--- config.mk ---
export PLATFORM = sky130hd
export DESIGN_NAME = byte_alu
export DESIGN_NICKNAME = d
export VERILOG_FILES = /design/src/include/byte_alu_pkg.sv /design/src/design/byte_alu.sv
export SDC_FILE = /design/constraint.sdc
export NUM_CORES = 1
export LEC_CHECK = 0
export BUFFER_PORTS_ARGS = -buffer_cell sky130_fd_sc_hd__clkbuf_2
export CAP_MARGIN = 0
export CORE_MARGIN = 3
export CORE_UTILIZATION = 50
export CTS_CLUSTER_DIAMETER = 40
export CTS_CLUSTER_SIZE = 30
export DETAILED_ROUTE_END_ITERATION = 8
export PLACE_DENSITY = 0.79
export SYNTH_ARGS = -nofsm -noshare
export SYNTH_HDL_FRONTEND = slang
export SYNTH_SLANG_ARGS = --single-unit
--- constraint.sdc ---
create_clock -name clk_sys -period 3.9 [get_ports clk_sys]
set_input_delay 0.585 -clock clk_sys [delete_from_list [all_inputs] [get_ports clk_sys]]
set_output_delay 0.585 -clock clk_sys [all_outputs]
set_load 0.01 [all_outputs]
--- src/include/byte_alu_pkg.sv ---
// Purpose: Shared constants and types for the byte ALU slice
// Assumes: One instruction per enabled clock, decoder supplies operands
// Notes: Summary of operation list below
//
// Summary of operation
// [RULE1] Subtract: file minus working, two's complement
// [RULE2] Subtract/xor-file: direction picks working or file
// [RULE3] Xor-file: working xor file register
// [RULE4] Swap nibbles of file; flags untouched
// [RULE5] Swap: direction picks working or file
// [RULE6] Xor-literal: working xor literal into working
// [RULE7] Carry/digit carry on subtract; zero on result
package byte_alu_pkg;
  localparam int DATA_W = 8;
  localparam int ADDR_W = 7;
  localparam logic [7:0] W_RESET = 8'h00;
  localparam logic [6:0] FILE_ADDR_MAX = 7'h7F;
  localparam logic DEST_W = 1'b0;
  localparam logic DEST_FILE = 1'b1;
  localparam int NIB_LO_MSB = 3;
  localparam int NIB_HI_LSB = 4;

  // Operation selector from the decoder
  typedef enum logic [1:0] {
    OP_SUB_W_FROM_FILE,
    OP_XOR_W_WITH_FILE,
    OP_NIBBLE_SWAP_FILE,
    OP_XOR_LITERAL_INTO_W
  } alu_op_type;

  // Instruction presented by the decoder
  typedef struct packed {
    logic valid;
    alu_op_type op;
    logic [6:0] file_addr;
    logic dest;
    logic [7:0] file_data;
    logic [7:0] literal;
  } alu_req_type;

  // Write-back into the file register
  typedef struct packed {
    logic we;
    logic [6:0] addr;
    logic [7:0] data;
  } file_wr_type;

  // Status flags
  typedef struct packed {
    logic carry;
    logic digit_carry_flag;
    logic zero;
  } alu_flags_type;
endpackage

--- src/design/byte_alu.sv ---
// Purpose: Byte ALU slice: subtract, xor with file, nibble swap, xor literal
// Assumes: Decoder reads file register combinationally and holds request one cycle
// Notes: Results and flags are registered; file write is a pulse of one enabled cycle
`timescale 1ns/1ps
`default_nettype none
module byte_alu
  import byte_alu_pkg::*;
(
  // Clock and reset
  input wire logic clk_sys,
  input wire logic rst,
  input wire logic clk_en,
  // Decoder request
  input wire alu_req_type req,
  // Results
  output logic [7:0] w_out,
  output file_wr_type file_wr,
  output alu_flags_type flags
);

  ////////////////////////////////////////////////////////////////////////
  // Block state is one packed struct
  typedef struct packed {
    logic [7:0] w;
    file_wr_type fw;
    alu_flags_type fl;
  } state_type;

  state_type state_reg; // Registered state
  state_type state_next; // Next state
  logic [8:0] diff; // Nine bits so the borrow shows
  logic [4:0] diff_lo; // Low nibble borrow
  logic [7:0] result; // Operation result

  // Zero test used for every flag-setting operation
  function automatic logic is_zero(input logic [7:0] v);
    return v == 8'h00;
  endfunction

  ////////////////////////////////////////////////////////////////////////
  // Datapath and write-back selection
  always_comb begin
    // Only the write strobe defaults low; all else holds its value
    state_next = state_reg;
    state_next.fw.we = 1'b0; // Write strobe lasts one enabled cycle
    diff = {1'b0, req.file_data} - {1'b0, state_reg.w}; // [RULE1]
    diff_lo = {1'b0, req.file_data[3:0]} - {1'b0, state_reg.w[3:0]};
    result = 8'h00;
    if (req.valid) begin
      unique case (req.op)
        OP_SUB_W_FROM_FILE: begin
          result = diff[7:0]; // [RULE1]
          state_next.fl.carry = ~diff[8]; // No borrow means W <= f [RULE7]
          state_next.fl.digit_carry_flag = ~diff_lo[4]; // [RULE7]
          state_next.fl.zero = is_zero(result); // [RULE7]
        end
        OP_XOR_W_WITH_FILE: begin
          result = state_reg.w ^ req.file_data; // [RULE3]
          state_next.fl.zero = is_zero(result); // [RULE7]
        end
        OP_NIBBLE_SWAP_FILE: begin
          // Flags left alone on purpose
          result = {req.file_data[NIB_LO_MSB:0], req.file_data[7:NIB_HI_LSB]}; // [RULE4]
        end
        OP_XOR_LITERAL_INTO_W: begin
          result = state_reg.w ^ req.literal; // [RULE6]
          state_next.fl.zero = is_zero(result); // [RULE7]
        end
      endcase
      // Literal form always lands in the working register
      if (req.op == OP_XOR_LITERAL_INTO_W || req.dest == DEST_W) begin
        state_next.w = result; // [RULE2] [RULE5] [RULE6]
      end else begin
        state_next.fw.we = 1'b1; // [RULE2] [RULE5]
        state_next.fw.addr = req.file_addr;
        state_next.fw.data = result;
      end
    end
  end

  ////////////////////////////////////////////////////////////////////////
  // State register, frozen while the clock enable is low
  // Reset wins over the clock enable, so a frozen core still clears
  always_ff @(posedge clk_sys) begin
    if (rst) begin
      state_reg <= '{w: W_RESET, fw: '0, fl: '0};
    end else if (clk_en) begin
      state_reg <= state_next;
    end
  end

  // Outputs come straight from the state flip-flops, no logic after them
  assign w_out = state_reg.w;
  assign file_wr = state_reg.fw;
  assign flags = state_reg.fl;

  ////////////////////////////////////////////////////////////////////////
  // Checks
  // Every check is cut off while reset is high
  // Subtract into W gives f minus the previous W
  property p_sub_result;
    @(posedge clk_sys) disable iff (rst)
      (clk_en && req.valid && req.op == OP_SUB_W_FROM_FILE && req.dest == DEST_W)
        |=> w_out == $past(req.file_data) - $past(w_out);
  endproperty
  a_sub_result: assert property (p_sub_result) else $error("sub result wrong"); // [RULE1]

  // A file destination pulses the write and keeps W
  property p_file_dest;
    @(posedge clk_sys) disable iff (rst)
      (clk_en && req.valid && req.op != OP_XOR_LITERAL_INTO_W && req.dest == DEST_FILE)
        |=> file_wr.we && file_wr.addr == $past(req.file_addr) && $stable(w_out);
  endproperty
  a_file_dest: assert property (p_file_dest) else $error("file write missing"); // [RULE2]

  // W is unchanged here, so its current value is the operand
  property p_xor_file;
    @(posedge clk_sys) disable iff (rst)
      (clk_en && req.valid && req.op == OP_XOR_W_WITH_FILE && req.dest == DEST_FILE)
        |=> file_wr.data == ($past(req.file_data) ^ w_out);
  endproperty
  a_xor_file: assert property (p_xor_file) else $error("xor file wrong"); // [RULE3]

  // Swap must not touch any flag
  property p_swap;
    @(posedge clk_sys) disable iff (rst)
      (clk_en && req.valid && req.op == OP_NIBBLE_SWAP_FILE)
        |=> $stable(flags);
  endproperty
  a_swap: assert property (p_swap) else $error("swap changed flags"); // [RULE4]

  // Swap into W exchanges the nibbles and writes no file
  property p_swap_w;
    @(posedge clk_sys) disable iff (rst)
      (clk_en && req.valid && req.op == OP_NIBBLE_SWAP_FILE && req.dest == DEST_W)
        |=> w_out == {$past(req.file_data[3:0]), $past(req.file_data[7:4])} && !file_wr.we;
  endproperty
  a_swap_w: assert property (p_swap_w) else $error("swap to w wrong"); // [RULE5]

  // Literal xor always lands in W, whatever the direction bit says
  property p_xor_lit;
    @(posedge clk_sys) disable iff (rst)
      (clk_en && req.valid && req.op == OP_XOR_LITERAL_INTO_W)
        |=> w_out == ($past(w_out) ^ $past(req.literal)) && !file_wr.we;
  endproperty
  a_xor_lit: assert property (p_xor_lit) else $error("xor literal wrong"); // [RULE6]

  // Carry and digit carry mean no borrow out of the byte or nibble
  property p_carry;
    @(posedge clk_sys) disable iff (rst)
      (clk_en && req.valid && req.op == OP_SUB_W_FROM_FILE)
        |=> flags.carry == ($past(w_out) <= $past(req.file_data))
            && flags.digit_carry_flag == ($past(w_out[3:0]) <= $past(req.file_data[3:0]));
  endproperty
  a_carry: assert property (p_carry) else $error("carry flags wrong"); // [RULE7]

  // Zero follows the literal xor result
  property p_zero;
    @(posedge clk_sys) disable iff (rst)
      (clk_en && req.valid && req.op == OP_XOR_LITERAL_INTO_W)
        |=> flags.zero == (w_out == 8'h00);
  endproperty
  a_zero: assert property (p_zero) else $error("zero flag wrong"); // [RULE7]

  // Subtract with file destination writes f minus W and leaves W alone
  property p_sub_file;
    @(posedge clk_sys) disable iff (rst)
      (clk_en && req.valid && req.op == OP_SUB_W_FROM_FILE && req.dest == DEST_FILE)
        |=> file_wr.data == $past(req.file_data) - w_out && $stable(w_out);
  endproperty
  a_sub_file: assert property (p_sub_file) else $error("sub to file wrong"); // [RULE2]

  // Xor with file into W
  property p_xor_w;
    @(posedge clk_sys) disable iff (rst)
      (clk_en && req.valid && req.op == OP_XOR_W_WITH_FILE && req.dest == DEST_W)
        |=> w_out == ($past(w_out) ^ $past(req.file_data)) && !file_wr.we;
  endproperty
  a_xor_w: assert property (p_xor_w) else $error("xor to w wrong"); // [RULE3]

  // Swap into the file writes the exchanged nibbles and keeps W
  property p_swap_file;
    @(posedge clk_sys) disable iff (rst)
      (clk_en && req.valid && req.op == OP_NIBBLE_SWAP_FILE && req.dest == DEST_FILE)
        |=> file_wr.we && file_wr.data == {$past(req.file_data[3:0]),
            $past(req.file_data[7:4])} && $stable(w_out);
  endproperty
  a_swap_file: assert property (p_swap_file) else $error("swap to file wrong"); // [RULE5]

  // Zero after subtract or xor with file follows whichever result was written
  property p_zero_file;
    @(posedge clk_sys) disable iff (rst)
      (clk_en && req.valid && (req.op == OP_SUB_W_FROM_FILE || req.op == OP_XOR_W_WITH_FILE))
        |=> flags.zero == (file_wr.we ? file_wr.data == 8'h00 : w_out == 8'h00);
  endproperty
  a_zero_file: assert property (p_zero_file) else $error("zero flag wrong on file op"); // [RULE7]

  // Both xor forms leave carry and digit carry as they were
  property p_xor_keep;
    @(posedge clk_sys) disable iff (rst)
      (clk_en && req.valid && (req.op == OP_XOR_W_WITH_FILE || req.op == OP_XOR_LITERAL_INTO_W))
        |=> $stable(flags.carry) && $stable(flags.digit_carry_flag);
  endproperty
  a_xor_keep: assert property (p_xor_keep) else $error("xor changed carry"); // [RULE7]

  // An idle enabled cycle writes nothing and keeps W and flags
  property p_idle;
    @(posedge clk_sys) disable iff (rst)
      (clk_en && !req.valid)
        |=> !file_wr.we && $stable(w_out) && $stable(flags);
  endproperty
  a_idle: assert property (p_idle) else $error("idle cycle changed state"); // [RULE2]

  // A frozen cycle holds every output, a pending write pulse included
  property p_freeze;
    @(posedge clk_sys) disable iff (rst)
      !clk_en
        |=> $stable(w_out) && $stable(flags) && $stable(file_wr);
  endproperty
  a_freeze: assert property (p_freeze) else $error("frozen cycle changed state"); // [RULE2]

endmodule
`default_nettype wire

# == After elaboration in Yosys (flattened, before gate mapping) ==
# Index checks and enable logic that the tools add are counted.
# totals
ff_bits,27
word_cells,33
in_bits,30
# op_classes
n_eq_ne,3
n_reduce_logical,10
bitwise_logic,6
n_mux,5
addsub,2
# ops
op,n
$pmux W8 S4,1
$logic_not A8 Y1,3
$mux W19,1
$mux W16,1
$xor A8 B8 Y8,2
$reduce_and A3 Y1,4
$sub A8 B8 Y9,1
$sub A4 B4 Y5,1
$eq A2 B2 Y1 const B,2
$not A1 Y1,4
$pmux W1 S3,1
$reduce_bool A3 Y1,1
$eq A2 B1 Y1 const B,1
$logic_not A2 Y1,1
$mux W2,1
$logic_or A1 B1 Y1,1

# == Depth between registers and ports, before layout ==
# logic_depth
ltp_word,4
ltp_mapped,9

# == Worst setup path before layout ==
# OpenSTA, ideal clock, no wires.
# synth_timing
path_kind,input -> register
startpoint,input req[8] (netlist name)
endpoint,register state_reg (netlist bit flags[0])
n_path_buf,0
stages,9
arrival_time_ns,2.329
setup_ns,0.088
slack_ns,1.483
path_cell_list,inv_1 -> ha_1 -> fa_1 -> nand2b_1 -> a21oi_1 -> xor2_1 -> a2111oi_2 -> a21oi_1 -> nor4_2
# synth_between
elab_chain_len,3
word_cells_on_any_way,5
# synth_lines
item,line,source
from (decl),byte_alu.sv:14,"input wire alu_req_type req,"
$sub A8 B8 Y9 / $xor A8 B8 Y8 (equally long branches),"byte_alu.sv:46, byte_alu.sv:58",
$logic_not A8 Y1,byte_alu.sv:37,return v == 8'h00;
$pmux W1 S3 *,byte_alu.sv:50,unique case (req.op)
to (signal assigned),byte_alu.sv:86,"state_reg <= '{w: W_RESET, fw: '0, fl: '0};"
to (signal assigned),byte_alu.sv:88,state_reg <= state_next;
to (decl),byte_alu.sv:29,state_type state_reg;
# Every way passes the cells marked *; elsewhere a longest branch is shown, timed or not.
# A chain may end at the register's enable or synchronous reset.

# == Final worst setup path ==
# layout_timing
startpoint,register state_reg (netlist bit w_out[0])
endpoint,register state_reg (netlist bit flags[0])
# layout_between
elab_chain_len,3
word_cells_on_any_way,7
# layout_lines
item,line,source
"$sub A8 B8 Y9, or another cell as far along",byte_alu.sv:46,"diff = {1'b0, req.file_data} - {1'b0, state_reg.w};"
$logic_not A8 Y1,byte_alu.sv:37,
$pmux W1 S3 *,byte_alu.sv:50,
# Marks and branches as above.

==> results.md <==
* Status: finished clean
* Hold Path Class: in2reg
* Pwr/cell area at 301.1 nW/um^2
* Crit end category: flop
* Post-Route WL at ~4300 um
* DR vias/cell at 5.398
* Critical path fanouts, max at 4
* Cell Rows at 20
* Max-cap viol count at 0
* Clock Skews at ~0.0056 ns
* CTS Sinks at 27
* Top Ports at 57
* Initial antenna violation count at 0
* Placed instance area at 2012 sq um
* Min cycle time layout at 2.384 ns
* Dominant cell type by area after synthesis: dfxtp_1
* Gate power share at between 30% and 40%
* Layout cells sized above 1 at 24.00%
* CP required at 4.16 ns
* PortBufs at 56
* Final Power at 0.0006148 W
* Final setup viols at 0
* Commonest non-fill, non-tap cell in the layout: clkbuf_2
* Per-cell routed wire length at 13.47 um
* Sequential cell fraction of total power at 48.5%
* TritonCTS clock tree: yes
* Synthesized net count at 264
* Commonest non-fill, non-tap cells in the layout: 56 x clkbuf_2, 35 x nor2_1, 31 x nand2_1, 27 x dfxtp_1, 24 x a21oi_1
* Clock-pin slew on the worst setup and hold paths at 0.15 ns
* Switching power at 0.0002074 W
* Global placement routability congestion at 0.8907
* Synth Register Bits at 27
* Maximum VDD drop at 171.6 uV
* Clock Path Buffers at 2
* Largest net degree at the start of global routing at 28
* DRT antenna net count at 0
* Initial Util at 54.29%
* Place WS at 1.199 ns
* Fin Setup TNS at 0 ns
* Post-CTS Setup Inserts at 0
* Crit path DAT at between 2 and 3 ns
* Placeable Area at 3153 sq um
* Slew of the pin with the lowest slew margin at 0.5533 ns
* Num CTS Buffers at 3
* Post-CTS resize count at 0
* Clk pwr share at ~20%
* Synthesized cell area at approximately 1700 sq um
* Worst slew margin at 63.11%
* First-pass GRT wire length at 7493 um
* DRC violations left at 0
* Final period util at 61.14%
* Maximum clock rate at 419.4 MHz
* RSZ-0062 raised after global routing: false
* Iter 0 DRT Violations at 83
* Leakage power at 0.8533 nW
* Dominant synthesized flop cell: dfxtp_1
* Fin area at 2042 sq um
* First-pass DRT Iterations at 4
* Die Y at 64.51 um
* Final slew viol count at 0
* Avg Inst Size Synth at 7.607 sq um
* Cell count after synthesis at 225
* Syn-to-layout area delta at 19.30%
* Synth top area share at 31.58%
* Post-DP HPWL at approximately 3400 um
* Number of enable flip-flop cells after synthesis at 0
* CP peak stage delay at between 0.4 and 0.5 ns
* CP max stage cell: fa_1
* Final Hold Fails at 0
* Internal power at 0.0004074 W
* Critical Path Most Common Cell: a21oi_1
* Critical-path cell list: ha_1 > fa_1 > nand2b_1 > a21oi_1 > o31ai_1 > a2111oi_2 > a21oi_1 > nor4_2
* Via count at 1722
* Sequential fraction of the synthesis area at 31.58%
* Root buffer cell: clkbuf_4
* CP startpoint kind: flop
* Htree depth at 1
* Synth warn at 0
* Die area at between 4000 and 5000 sq um
* Vias in the first global route at between 1500 and 2000
* GRT Overall Usage at 22.25%
* Clock latency on the worst-skew pair at 0.33 ns
* Top post-synthesis cells by area: dfxtp_1 32%, nor2_1 7.7%, a21oi_1 7.0%, nand2_1 6.8%, ha_1 5.8%
* Final net count at 315
* Diode count at 0
* Worst setup path class: reg2reg
* Switch share at 33.74%
* Gr ovfl total at 0
* Final WS setup at 1.516 ns
* Hold buffers post-CTS at 0
* Die W at 64.51 um
* Core Util, Final at about two thirds
* Asr flop ratio synth at 0%
* Synth cell types at 35
[per-layer routing]
layer	vias to the layer above	wire [um]	track usage (%)
met1	783	2011	28.51
li1	882	-	-
met3	4	223	4.506
met5	-	0	0
met4	0	39	4.485
met2	53	2024	38.66
[cells by family (layout without fill, tap and decap cells)]
| family | after synthesis | after routing | synth area share, % |
|---|---|---|---|
| compound gates | 55 | 55 | 21.35 |
| xor+xnor | 17 | 17 | 8.699 |
| fa+ha+maj | 9 | 9 | 7.018 |
| buf+inv | 24 | 74 | 5.555 |
| flops | 27 | 27 | 31.58 |
| mux | 3 | 3 | 2.485 |
| simple gates | 90 | 90 | 23.32 |
[per-stage QoR]
step	hold WS (ns)	cells
2_1_floorplan	0.4805	225
3_3_place_gp	0.4415	315
3_5_place_dp	0.4484	315
4_1_cts	0.4411	319
5_1_grt	0.4521	319
6_report	0.4519	319
[power by group through the flow]
stage	clock network (W)	logic, W	registers, W
6_report	0.000126	0.000191	0.000298
5_1_grt	0.000135	0.000215	0.000300
4_1_cts	0.000130	0.000191	0.000298
3_5_place_dp	0	0.000189	0.000304
3_3_place_gp	0	0.000188	0.000304
2_1_floorplan	0	0.000128	0.000309
[worst max-delay path, delay by kind of cell, from the launching register on]
family                     cells  cell delay (ns)
adders and majority gates      2             0.65
AOI/OAI and AO/OA              4             0.88
and+or+nand+nor                2             0.39
DFF                            1             0.39
[Yosys cell counts (2+ instances only)]
| master | number |
|---|---|
| a211oi_1 | 8 |
| a21oi_1 | 24 |
| a311oi_1 | 2 |
| buf_2 | 4 |
| clkbuf_1 | 8 |
| dfxtp_1 | 27 |
| ha_1 | 8 |
| inv_1 | 12 |
| mux2i_1 | 2 |
| nand2_1 | 31 |
| nand2b_1 | 4 |
| nand3_1 | 2 |
| nand4_1 | 4 |
| nor2_1 | 35 |
| nor3_1 | 6 |
| nor4_1 | 2 |
| o211ai_1 | 6 |
| o21a_1 | 5 |
| o21ai_0 | 3 |
| o31ai_1 | 2 |
| xnor2_1 | 10 |
| xor2_1 | 7 |
[layout make-up]
| cell class | count | area, sq um |
|---|---|---|
| inverters | 12 | 45.04 |
| clock inverters | 1 | 7.507 |
| well taps | 44 | 55.05 |
| multi-input cells | 174 | 1076 |
| fillers | 317 | 1111 |
| clock buffers | 3 | 22.52 |
| flip-flops and latches | 27 | 540.5 |
| repair buffers | 58 | 295.3 |
[state kept, by name, indices dropped and copies added, names as in the netlist]
| register | cells |
|---|---|
| w_out | 8 |
| file_wr | 16 |
| flags | 3 |
[worst paths after layout]
kind / start / endpoint / slack [ns] / depth (start not counted)
max reg2reg: w_out[0] / flags[0] / 1.52 / 8
min: req[18] / file_wr[9] / 0.45 / 3
max: w_out[0] / flags[0] / 1.52 / 8
min reg2reg: file_wr[9] / file_wr[9] / 0.47 / 2
Power figures use the tool's default switching activity.
